--- src/hdl/tmr_pkg.sv ---
// Purpose: shared constants and types for the timer channel setup block
// Assumes: 16-bit register bus, registers on word-aligned byte addresses
// Notes:   offsets, field positions and reset values live here; the checker repeats bit positions 5 and 11 as literals
package tmr_pkg;

    localparam int ADDR_W = 8;
    localparam int DATA_W = 16;

    typedef struct packed {
        logic [ADDR_W-1:0] addr;
        logic [DATA_W-1:0] wdata;
        logic              wr;
        logic              rd;
    } bus_req_s;

    // register byte addresses
    localparam logic [ADDR_W-1:0] OFS_PORT_DIR  = 8'h00;
    localparam logic [ADDR_W-1:0] OFS_CLK_GATE  = 8'h04;
    localparam logic [ADDR_W-1:0] OFS_PRESCALE  = 8'h08;
    localparam logic [ADDR_W-1:0] OFS_CH0_MODE  = 8'h0C;
    localparam logic [ADDR_W-1:0] OFS_CH0_CTRL  = 8'h10;
    localparam logic [ADDR_W-1:0] OFS_IRQ_STAT  = 8'h14;
    localparam logic [ADDR_W-1:0] OFS_IRQ_MASK  = 8'h18;
    localparam logic [ADDR_W-1:0] OFS_CH0_COUNT = 8'h1C;
    localparam logic [ADDR_W-1:0] OFS_CH0_DATA  = 8'h20;

    // field positions
    localparam int PIN5_BIT   = 5;
    localparam int GATE_BIT   = 0;
    localparam int PRS0_LSB   = 0;
    localparam int PRS1_LSB   = 4;
    localparam int PRS2_LSB   = 8;
    localparam int PRS3_LSB   = 12;
    localparam int CKS_LSB    = 14;
    localparam int CCS_BIT    = 12;
    localparam int MASTER_BIT = 11;
    localparam int STS_LSB    = 8;
    localparam int CIS_LSB    = 6;
    localparam int MD_LSB     = 0;
    localparam int CTRL_START = 0;
    localparam int CTRL_STOP  = 1;
    localparam int EV_TIMER   = 0;
    localparam int EV_START   = 1;
    localparam int EV_W       = 2;

    // reset values and writable masks
    localparam logic [7:0]  PORT_DIR_RST  = 8'hFF;
    localparam logic [7:0]  PORT_DIR_FIX  = 8'h80;
    localparam logic [7:0]  CLK_GATE_RST  = 8'h00;
    localparam logic [7:0]  CLK_GATE_WMSK = 8'hFD;
    localparam logic [15:0] PRESCALE_RST  = 16'h0000;
    localparam logic [15:0] PRESCALE_WMSK = 16'h33FF;
    localparam logic [15:0] MODE_RST      = 16'h0000;
    localparam logic [15:0] MODE_WMSK     = 16'hDFCF;
    localparam logic [15:0] DATA_RST      = 16'hFFFF;
    localparam logic [EV_W-1:0] MASK_RST  = 2'h0;

    // channel clock select codes
    localparam logic [1:0] CKS_CK0 = 2'h0;
    localparam logic [1:0] CKS_CK2 = 2'h1;
    localparam logic [1:0] CKS_CK1 = 2'h2;
    localparam logic [1:0] CKS_CK3 = 2'h3;

    // start trigger and edge codes
    localparam logic [2:0] STS_SOFT  = 3'h0;
    localparam logic [2:0] STS_EDGE  = 3'h1;
    localparam logic [2:0] STS_BOTH  = 3'h2;
    localparam logic [1:0] CIS_FALL  = 2'h0;
    localparam logic [1:0] CIS_RISE  = 2'h1;

    typedef enum logic {ST_IDLE, ST_RUN} chan_state_e;

endpackage : tmr_pkg

--- src/hdl/tmr_prescaler.sv ---
// Purpose: power-of-two operation clock enables for the timer unit
// Assumes: i_run low stops the divider chain and all ticks
// Notes:   ticks are one-cycle enables, not derived clocks
`timescale 1ns/1ps
`default_nettype none
module tmr_prescaler #(
    parameter int DIV_W = 15
) (
    input  wire logic        i_clk,
    input  wire logic        i_rst_b,
    input  wire logic        i_ce,
    input  wire logic        i_run,
    input  wire logic [15:0] i_sel,
    output var  logic [3:0]  o_tick
);
    import tmr_pkg::*;

    logic [DIV_W-1:0] cnt_reg;
    logic [3:0]       tick_next;

    // exponent n: tick when the low n divider bits are all ones
    function automatic logic tick_of(input logic [DIV_W-1:0] c, input logic [3:0] n);
        logic [DIV_W-1:0] m;
        m = ~({DIV_W{1'b1}} << n);
        return (c & m) == m;
    endfunction : tick_of

    assign tick_next[0] = i_run & tick_of(cnt_reg, i_sel[PRS0_LSB+:4]);
    assign tick_next[1] = i_run & tick_of(cnt_reg, i_sel[PRS1_LSB+:4]);
    assign tick_next[2] = i_run & tick_of(cnt_reg, {2'h0, i_sel[PRS2_LSB+:2]});
    assign tick_next[3] = i_run & tick_of(cnt_reg, {2'h0, i_sel[PRS3_LSB+:2]});

    always_ff @(posedge i_clk or negedge i_rst_b) begin
        if (!i_rst_b) begin
            cnt_reg <= '0;
            o_tick  <= 4'h0;
        end else if (i_ce) begin
            if (i_run) begin
                cnt_reg <= cnt_reg + 1'b1;
            end
            o_tick <= tick_next;
        end
    end

endmodule : tmr_prescaler
`default_nettype wire

--- src/hdl/timer_channel_clock_setup.sv ---
// Purpose: timer unit clock gate, prescaler, channel 0 clock/mode setup
// Assumes: one clock; external timer input is asynchronous
// Notes:   only interval counting is modelled; other modes count the same
`timescale 1ns/1ps
`default_nettype none
// Function
// - pin5 direction 0 drives, 1 releases
// - gate bit 0 stops unit clock
// - clock zero is fCLK over 2^code
// - clock select 00/01/10/11 picks 0/2/1/3
// - count clock: operation clock or input edge
// - master bit selects master role
// - trigger code 000 allows software start only
// - interval counts down; option bit: start interrupt
module timer_channel_clock_setup #(
    parameter int CNT_W = 16
) (
    input  wire logic                      I_CLK,
    input  wire logic                      I_RST_B,
    input  wire logic                      I_CE,
    input  wire tmr_pkg::bus_req_s         I_BUS,
    output var  logic [tmr_pkg::DATA_W-1:0] O_RDATA,
    input  wire logic                      I_EXT_IN,
    output var  logic                      O_PIN5_OUT,
    output var  logic                      O_PIN5_OE,
    output var  logic                      O_MASTER,
    output var  logic                      O_CH_IRQ,
    output var  logic                      O_IRQ
);
    import tmr_pkg::*;

    // software-visible registers
    logic [7:0]       port_dir_reg;
    logic [7:0]       clk_gate_reg;
    logic [15:0]      prescale_reg;
    logic [15:0]      mode_reg;
    logic [15:0]      data_reg;
    logic [EV_W-1:0]  stat_reg;
    logic [EV_W-1:0]  stat_next;
    logic [EV_W-1:0]  mask_reg;

    // channel state
    chan_state_e      state_reg;
    logic [CNT_W-1:0] count_reg;
    logic             tout_reg;
    logic             ev_timer_reg;
    logic             ev_start_reg;

    // external input synchroniser and filter
    logic             ext_s1_reg;
    logic             ext_s2_reg;
    logic             ext_s3_reg;
    logic             ext_lvl_reg;

    // decoded bus access
    wire sel_port_dir  = I_BUS.addr == OFS_PORT_DIR;
    wire sel_clk_gate  = I_BUS.addr == OFS_CLK_GATE;
    wire sel_prescale  = I_BUS.addr == OFS_PRESCALE;
    wire sel_mode      = I_BUS.addr == OFS_CH0_MODE;
    wire sel_ctrl      = I_BUS.addr == OFS_CH0_CTRL;
    wire sel_stat      = I_BUS.addr == OFS_IRQ_STAT;
    wire sel_mask      = I_BUS.addr == OFS_IRQ_MASK;
    wire sel_count     = I_BUS.addr == OFS_CH0_COUNT;
    wire sel_data      = I_BUS.addr == OFS_CH0_DATA;

    wire wr_port_dir   = I_BUS.wr & sel_port_dir;
    wire wr_clk_gate   = I_BUS.wr & sel_clk_gate;
    wire wr_prescale   = I_BUS.wr & sel_prescale;
    wire wr_mode       = I_BUS.wr & sel_mode;
    wire wr_ctrl       = I_BUS.wr & sel_ctrl;
    wire wr_stat       = I_BUS.wr & sel_stat;
    wire wr_mask       = I_BUS.wr & sel_mask;
    wire wr_data       = I_BUS.wr & sel_data;

    // mode register fields
    wire [1:0] cks     = mode_reg[CKS_LSB+:2];
    wire       ccs     = mode_reg[CCS_BIT];
    wire [2:0] sts     = mode_reg[STS_LSB+:3];
    wire [1:0] cis     = mode_reg[CIS_LSB+:2];
    wire       md_opt  = mode_reg[MD_LSB];

    wire unit_run      = clk_gate_reg[GATE_BIT];

    wire [3:0] op_tick;

    tmr_prescaler #(
        .DIV_W (15)
    ) u_prescaler (
        .i_clk   (I_CLK),
        .i_rst_b (I_RST_B),
        .i_ce    (I_CE),
        .i_run   (unit_run),
        .i_sel   (prescale_reg),
        .o_tick  (op_tick)
    );

    wire master_tick = (cks == CKS_CK0) ? op_tick[0] :
                       (cks == CKS_CK2) ? op_tick[2] :
                       (cks == CKS_CK1) ? op_tick[1] : op_tick[3];

    // edges seen on the filtered level only, never on the raw sync stage
    wire ext_change    = (ext_s2_reg == ext_s3_reg) && (ext_s3_reg != ext_lvl_reg);
    wire ext_rise      = ext_change & ext_s3_reg;
    wire ext_fall      = ext_change & ~ext_s3_reg;
    wire ext_valid     = (cis == CIS_FALL) ? ext_fall :
                         (cis == CIS_RISE) ? ext_rise : ext_change;

    wire count_tick    = ccs ? ext_valid : master_tick;

    // software-only start when code is 000
    wire edge_start    = ((sts == STS_EDGE) & ext_valid) | ((sts == STS_BOTH) & ext_change);
    wire soft_start    = wr_ctrl & I_BUS.wdata[CTRL_START];
    wire start_req     = soft_start | ((sts != STS_SOFT) & edge_start);
    wire stop_req      = wr_ctrl & I_BUS.wdata[CTRL_STOP];

    wire running       = state_reg == ST_RUN;
    wire count_zero    = count_reg == '0;
    wire ch_active     = I_CE & unit_run;

    wire start_event   = start_req & md_opt;
    wire wrap_event    = running & count_tick & count_zero & ~start_req & ~stop_req;
    wire timer_event   = start_event | wrap_event;

    wire [EV_W-1:0] ev_vec;
    assign ev_vec[EV_TIMER] = ev_timer_reg;
    assign ev_vec[EV_START] = ev_start_reg;

    // set wins over write-one-to-clear
    assign stat_next = (stat_reg & ~(wr_stat ? I_BUS.wdata[EV_W-1:0] : {EV_W{1'b0}})) | ev_vec;

    // read mux
    wire [15:0] rd_mux =
        sel_port_dir  ? {8'h00, port_dir_reg | PORT_DIR_FIX} :
        sel_clk_gate  ? {8'h00, clk_gate_reg} :
        sel_prescale  ? prescale_reg :
        sel_mode      ? mode_reg :
        sel_ctrl      ? {15'h0000, running} :
        sel_stat      ? {{(16-EV_W){1'b0}}, stat_reg} :
        sel_mask      ? {{(16-EV_W){1'b0}}, mask_reg} :
        sel_count     ? count_reg[15:0] :
        sel_data      ? data_reg : 16'h0000;

    // configuration registers
    always_ff @(posedge I_CLK or negedge I_RST_B) begin
        if (!I_RST_B) begin
            port_dir_reg <= PORT_DIR_RST;
            clk_gate_reg <= CLK_GATE_RST;
            prescale_reg <= PRESCALE_RST;
            mode_reg     <= MODE_RST;
            data_reg     <= DATA_RST;
            mask_reg     <= MASK_RST;
        end else if (I_CE) begin
            if (wr_port_dir) begin
                port_dir_reg <= I_BUS.wdata[7:0] | PORT_DIR_FIX;
            end
            if (wr_clk_gate) begin
                clk_gate_reg <= I_BUS.wdata[7:0] & CLK_GATE_WMSK;
            end
            if (wr_prescale) begin
                prescale_reg <= I_BUS.wdata & PRESCALE_WMSK;
            end
            if (wr_mode) begin
                mode_reg <= I_BUS.wdata & MODE_WMSK;
            end
            if (wr_data) begin
                data_reg <= I_BUS.wdata;
            end
            if (wr_mask) begin
                mask_reg <= I_BUS.wdata[EV_W-1:0];
            end
        end
    end

    // status, read data and interrupt
    always_ff @(posedge I_CLK or negedge I_RST_B) begin
        if (!I_RST_B) begin
            stat_reg <= '0;
            O_RDATA  <= 16'h0000;
            O_IRQ    <= 1'b0;
        end else if (I_CE) begin
            stat_reg <= stat_next;
            O_RDATA  <= I_BUS.rd ? rd_mux : 16'h0000;
            O_IRQ    <= |(stat_next & mask_reg);
        end
    end

    // three-stage input capture
    always_ff @(posedge I_CLK or negedge I_RST_B) begin
        if (!I_RST_B) begin
            ext_s1_reg  <= 1'b0;
            ext_s2_reg  <= 1'b0;
            ext_s3_reg  <= 1'b0;
            ext_lvl_reg <= 1'b0;
        end else if (I_CE) begin
            ext_s1_reg <= I_EXT_IN;
            ext_s2_reg <= ext_s1_reg;
            ext_s3_reg <= ext_s2_reg;
            if (ext_s2_reg == ext_s3_reg) begin
                ext_lvl_reg <= ext_s3_reg;
            end
        end
    end

    // channel counter; held while the unit clock is gated, event pulses forced low
    always_ff @(posedge I_CLK or negedge I_RST_B) begin
        if (!I_RST_B) begin
            state_reg    <= ST_IDLE;
            count_reg    <= '0;
            tout_reg     <= 1'b0;
            ev_timer_reg <= 1'b0;
            ev_start_reg <= 1'b0;
        end else if (I_CE) begin
            ev_timer_reg <= ch_active & timer_event;
            ev_start_reg <= ch_active & start_req;
            if (ch_active) begin
                if (timer_event) begin
                    tout_reg <= ~tout_reg;
                end
                case (state_reg)
                    ST_IDLE: begin
                        if (start_req) begin
                            state_reg <= ST_RUN;
                            count_reg <= data_reg[CNT_W-1:0];
                        end
                    end
                    ST_RUN: begin
                        if (stop_req) begin
                            state_reg <= ST_IDLE;
                        end else if (start_req) begin
                            count_reg <= data_reg[CNT_W-1:0];
                        end else if (count_tick) begin
                            count_reg <= count_zero ? data_reg[CNT_W-1:0]
                                                    : count_reg - 1'b1;
                        end
                    end
                    default: begin
                        state_reg <= ST_IDLE;
                    end
                endcase
            end
        end
    end

    // pin and role outputs
    always_ff @(posedge I_CLK or negedge I_RST_B) begin
        if (!I_RST_B) begin
            O_PIN5_OUT <= 1'b0;
            O_PIN5_OE  <= 1'b0;
            O_MASTER   <= 1'b0;
            O_CH_IRQ   <= 1'b0;
        end else if (I_CE) begin
            O_PIN5_OUT <= tout_reg;
            O_PIN5_OE  <= ~port_dir_reg[PIN5_BIT];
            O_MASTER   <= mode_reg[MASTER_BIT];
            O_CH_IRQ   <= ev_timer_reg;
        end
    end

endmodule : timer_channel_clock_setup
`default_nettype wire

--- config.mk ---
export PLATFORM = sky130hd
export DESIGN_NAME = timer_channel_clock_setup
export DESIGN_NICKNAME = d
export VERILOG_FILES = /design/src/hdl/tmr_pkg.sv /design/src/hdl/tmr_prescaler.sv /design/src/hdl/timer_channel_clock_setup.sv
export SDC_FILE = /design/constraint.sdc
export NUM_CORES = 1
export LEC_CHECK = 0
export CAP_MARGIN = 10
export CELL_PAD_IN_SITES_DETAIL_PLACEMENT = 1
export CELL_PAD_IN_SITES_GLOBAL_PLACEMENT = 1
export CORE_ASPECT_RATIO = 2
export CORE_MARGIN = 2
export CORE_UTILIZATION = 46
export DETAILED_ROUTE_END_ITERATION = 12
export DONT_BUFFER_PORTS = 1
export GPL_ROUTABILITY_DRIVEN = 0
export PLACE_DENSITY_LB_ADDON = 0.1
export SLEW_MARGIN = 20
export SYNTH_ARGS = -nofsm -noshare
export SYNTH_HDL_FRONTEND = slang
export SYNTH_HIERARCHICAL = 1
export SYNTH_SLANG_ARGS = --single-unit
export TNS_END_PERCENT = 50
--- constraint.sdc ---
create_clock -name I_CLK -period 1.9 [get_ports I_CLK]
set_input_delay 0.38 -clock I_CLK [delete_from_list [all_inputs] [get_ports I_CLK]]
set_output_delay 0.38 -clock I_CLK [all_outputs]
set_load 0.05 [all_outputs]
==> out/metrics.yaml, run 1 <==
port_buffers: 0
status: "complete, but fails checks"
setup_viol_count_final: 18
hold_viol: 123
drt_first_pass_iters: 4
num_rows: 62
ios: 51
cap_violations: 0
clockRootBuffer: "clkbuf_16"
die_y_um: 174
worstSetupStartpointType: "flop"
diodes: 0
hold_slack_ps: -357
grt_pass1_wl_mm: 35.9
wl_per_cell_um: 25.9
relSlewSlack: 0.672
ir_drop_mv: 0.747
cts_sinks: 123
nFillCells: 1563
drt_wl_total_mm: 23.4
syn-num-nets: 651
clk_latency_ps: 430
power.total_mw: 7.15
syn_inst: 618
power.density_nw_per_um2: 844
die_w_um: 89.0
finalCritPeriodShare: 1.06
drc: 0
fp.coreArea_um2: 14300
cts_made_buffers: 17
power_leakage_nw: 3.50
final_cell_mix: "96 x dfrtp_1, 87 x buf_4, 56 x mux2_2, 34 x nor2_1, 32 x inv_1"
dp_hpwl_mm: 16.9
grt_antenna_before_repair: 0
final_nets: 730
drt-initial-drc-count: 294
slew_viol_final: 0
fin_crit_ps: 2020
cts.htree.levels: 4
antenna_left: 0
grt_max_degree: 124
critPathRequiredTime_ps: 2210
critPathArrivalTime_ps: 2320
clock_path_buffers: 2
layout_commonest_cell: "dfrtp_1"
syn2layout_area_growth_pct: 27.5
num_vias: 5627
setup_slack_ps: -115
timing.fmax_mhz: 496
yosys_warnings: 6
syn_avg_cell_area_um2: 10.7
grt_pass1_vias: 6389
criticalPathCategory: "flop to flop"
hp-class: "primary input to asynchronous set/reset pin"
end_kind: "flop"
violations: "negative hold slack, negative setup slack"
placed_area_um2: 7590
tightest_slew_ps: 492
die_area_um2: 15500
start_util: 0.465
post-place-cells: 866
synth_area_um2: 6640
fin_cells: 902
grt.total_usage: 0.317
layout-drive-gt1-share: 0.392
viasPerCell: 6.24
clkTransAtPathRegs_ps: 60
finalClockSkew_ps: 7.08
rsz0062_at_grt: "yes"
final_cell_area_um2: 8470
grt_overflow: 0
crit_fanout: 8
cts_tree: "built"
[critical path: stages, from the launching register on]
cell and delay (ps):
dfrtp_1 360, nor3_1 50, buf_4 140, and4_4 210
a21bo_4 230, nor3_4 310, buf_12 160, buf_12 130
mux2i_1 210, o2bb2ai_1 90
[routing by layer]
| metal | track usage | wire length, um | vias to the layer above |
|---|---|---|---|
| met4 | 0.185 | 1530 | 0 |
| met1 | 0.317 | 7860 | 2917 |
| li1 | - | - | 2493 |
| met5 | 0 | 0 | - |
| met2 | 0.575 | 13100 | 144 |
| met3 | 0.0665 | 872 | 73 |
[final cells by class]
type / count / area, um^2 / share of cell area
repair buffers: 93 / 764 / 0.0902
clock inverters: 11 / 238 / 0.0281
flip-flops and latches: 123 / 3110 / 0.367
multi-input cells: 428 / 3520 / 0.415
clock buffers: 21 / 470 / 0.0555
well taps: 192 / 240 / 0.0284
inverters: 34 / 128 / 0.0151
[final timing paths]
check                                          start                        to  slack [ps]  depth (start not counted)
max in group asynchronous                    I_RST_B  data_reg[14]$_DFFE_PN1P_        2010                          0
min reg2reg                   ext_s1_reg$_DFFE_PN0P_    ext_s2_reg$_DFFE_PN0P_         510                          1
min in group I_CLK                              I_CE         O_IRQ$_DFFE_PN0P_          40                          1
max reg2reg                count_reg[10]$_DFFE_PN0P_  count_reg[7]$_DFFE_PN0P_        -120                          9
max                        count_reg[10]$_DFFE_PN0P_  count_reg[7]$_DFFE_PN0P_        -120                          9
min                                          I_RST_B     O_PIN5_OE$_DFFE_PN0P_        -360                          0
[power breakdown]
part / internal, mW / total [mW] / switching (mW)
combinational: 0.202 / 0.376 / 0.174
clock: 2.70 / 3.96 / 1.26
sequential: 2.71 / 2.82 / 0.106
[what timing repair did]
item | in CTS | in global routing
setup endpoints to repair | 17 | 20
pin swaps | 23 | 4
gates resized for setup | 25 | 5
hold endpoints to repair | 123 | 123
buffers inserted | 5 | 0
[per-stage QoR]
stage / worst slack [ps] / hold slack [ps] / util / setup TNS (ps)
floorplan: -373 / 84.4 / - / -11520
global placement: -481 / 86.7 / 0.532 / -9060
detailed placement: -479 / 86.9 / 0.532 / -11130
CTS: -115 / -370 / 0.593 / -1450
global route: -215 / -371 / 0.594 / -3010
finish: -115 / -357 / 0.594 / -1400
Note: power is estimated with default switching activity, not from simulation.
==> run 2, diff against run 1 <==
--- a/config.mk
+++ b/config.mk
@@ -5,12 +5,13 @@
 export SDC_FILE = /design/constraint.sdc
 export NUM_CORES = 1
 export LEC_CHECK = 0
+export ABC_AREA = 1
 export CAP_MARGIN = 10
 export CELL_PAD_IN_SITES_DETAIL_PLACEMENT = 1
 export CELL_PAD_IN_SITES_GLOBAL_PLACEMENT = 1
 export CORE_ASPECT_RATIO = 2
 export CORE_MARGIN = 2
-export CORE_UTILIZATION = 46
+export CORE_UTILIZATION = 43
 export DETAILED_ROUTE_END_ITERATION = 12
 export DONT_BUFFER_PORTS = 1
 export GPL_ROUTABILITY_DRIVEN = 0
==> run 2 against run 1 <==
Net effect:
- the run ends with negative hold slack left
- sequential share of layout area increased by 3.4 points
- global-route usage shrank 3.5 points
- register-to-register slack better by 120 ps
- critical endpoint is now count_reg[8]$_DFFE_PN0P_
- highest routed layer unchanged
- largest power group unchanged
==> out/metrics.yaml, run 2 <==
cap_violations: 0
hp-class: "primary input to asynchronous set/reset pin"
syn_inst: 905
final_nets: 971
diodes: 0
clkTransAtPathRegs_ps: 60
power.total_mw: 6.36
hold_viol: 123
synth_area_um2: 6720
wl_per_cell_um: 19.8
criticalPathCategory: "flop to flop"
worstSetupStartpointType: "flop"
layout_commonest_cell: "nand2_1"
syn_avg_cell_area_um2: 7.42
start_util: 0.439
violations: "negative hold slack"
cts_tree: "built"
critPathArrivalTime_ps: 2250
fin_cells: 1149
yosys_warnings: 6
status: "complete, but fails checks"
power_leakage_nw: 3.85
cts.htree.levels: 4
hold_slack_ps: -351
cts_made_buffers: 17
relSlewSlack: 0.654
grt_pass1_vias: 6884
grt_antenna_before_repair: 0
slew_viol_final: 0
die_w_um: 92.4
viasPerCell: 5.40
grt_overflow: 0
drc: 0
drt_wl_total_mm: 22.7
final_cell_mix: "310 x nand2_1, 100 x inv_1, 98 x o21ai_0, 97 x dfrtp_1, 75 x nor2_1"
fp.coreArea_um2: 15300
ir_drop_mv: 0.626
placed_area_um2: 7070
fin_crit_ps: 1890
antenna_left: 0
drt-initial-drc-count: 246
port_buffers: 0
clockRootBuffer: "clkbuf_16"
grt.total_usage: 0.282
finalClockSkew_ps: 6.33
tightest_slew_ps: 520
setup_viol_count_final: 0
nFillCells: 1925
syn-num-nets: 938
clock_path_buffers: 2
syn2layout_area_growth_pct: 15.3
ios: 51
timing.fmax_mhz: 528
grt_max_degree: 124
layout-drive-gt1-share: 0.142
final_cell_area_um2: 7740
multi_input_area_um2: 3150
die_area_um2: 16700
drt_first_pass_iters: 4
end_kind: "flop"
die_y_um: 181
finalCritPeriodShare: 0.997
rsz0062_at_grt: "yes"
power.density_nw_per_um2: 821
grt_pass1_wl_mm: 36.0
critPathRequiredTime_ps: 2260
seqCellArea_um2: 3110
num_vias: 6201
post-place-cells: 1113
cts_sinks: 123
crit_fanout: 6
num_rows: 64
clk_latency_ps: 430
dp_hpwl_mm: 17.4
-- run 2: power breakdown --
part	switching (mW)	total (mW)	internal [mW]
sequential	0.109	2.83	2.72
clock	1.17	3.11	1.95
combinational	0.294	0.418	0.125
-- run 2: layout make-up --
type,instances,area share
Clock buffer,23,0.0591
Clock inverter,9,0.0126
Inverter,110,0.0545
Multi-Input combinational cell,653,0.407
Sequential cell,123,0.402
Tap cell,198,0.0320
Timing Repair Buffer,33,0.0334
-- run 2: metrics by stage --
step	worst slack, ps	util	TNS [ps]
final	6.40	0.506	0
after global routing	-43.0	0.506	-93.9
after CTS	6.39	0.501	0
after detailed placement	4.93	0.463	0
after global placement	51.8	0.463	0
after floorplan	259	-	0
-- run 2: routing by layer --
layer	vias up	GRT usage	wire length, um
met5	-	0	0
met4	0	0.152	1050
met3	54	0.0413	646
met2	145	0.535	12900
met1	3071	0.288	8090
li1	2931	-	-
-- run 2: final timing paths --
path	startpoint	end	slack (ps)	cells after the start
setup / recovery	ext_s3_reg$_DFFE_PN0P_	count_reg[8]$_DFFE_PN0P_	6	11
hold / removal	I_RST_B	u_prescaler/o_tick[1]$_DFFE_PN0P_	-350	0
setup reg to reg	ext_s3_reg$_DFFE_PN0P_	count_reg[8]$_DFFE_PN0P_	6	11
hold reg to reg	u_prescaler/o_tick[0]$_DFFE_PN0P_	u_prescaler/o_tick[0]$_DFFE_PN0P_	480	2
max in group asynchronous	I_RST_B	port_dir_reg[2]$_DFFE_PN1P_	1980	0
min in group I_CLK	I_CE	stat_reg[1]$_DFFE_PN0P_	50	1
-- run 2: critical path, cell delays in order, from the launching register on --
cell and delay (ps):
dfrtp_2 460, xor2_2 170, nor2_2 160, nand2_2 120, nand2_2 80, nand2_2 70
nor2_4 150, nor2_4 70, nor2_8 190, buf_6 150, nand3_1 110, nand2_1 100
-- run 2: timing repair --
item	CTS	global route
resized for setup	1	23
setup endpoints to repair	6	16
hold endpoints to repair	123	123
pin swaps	2	7
setup buffers	4	0
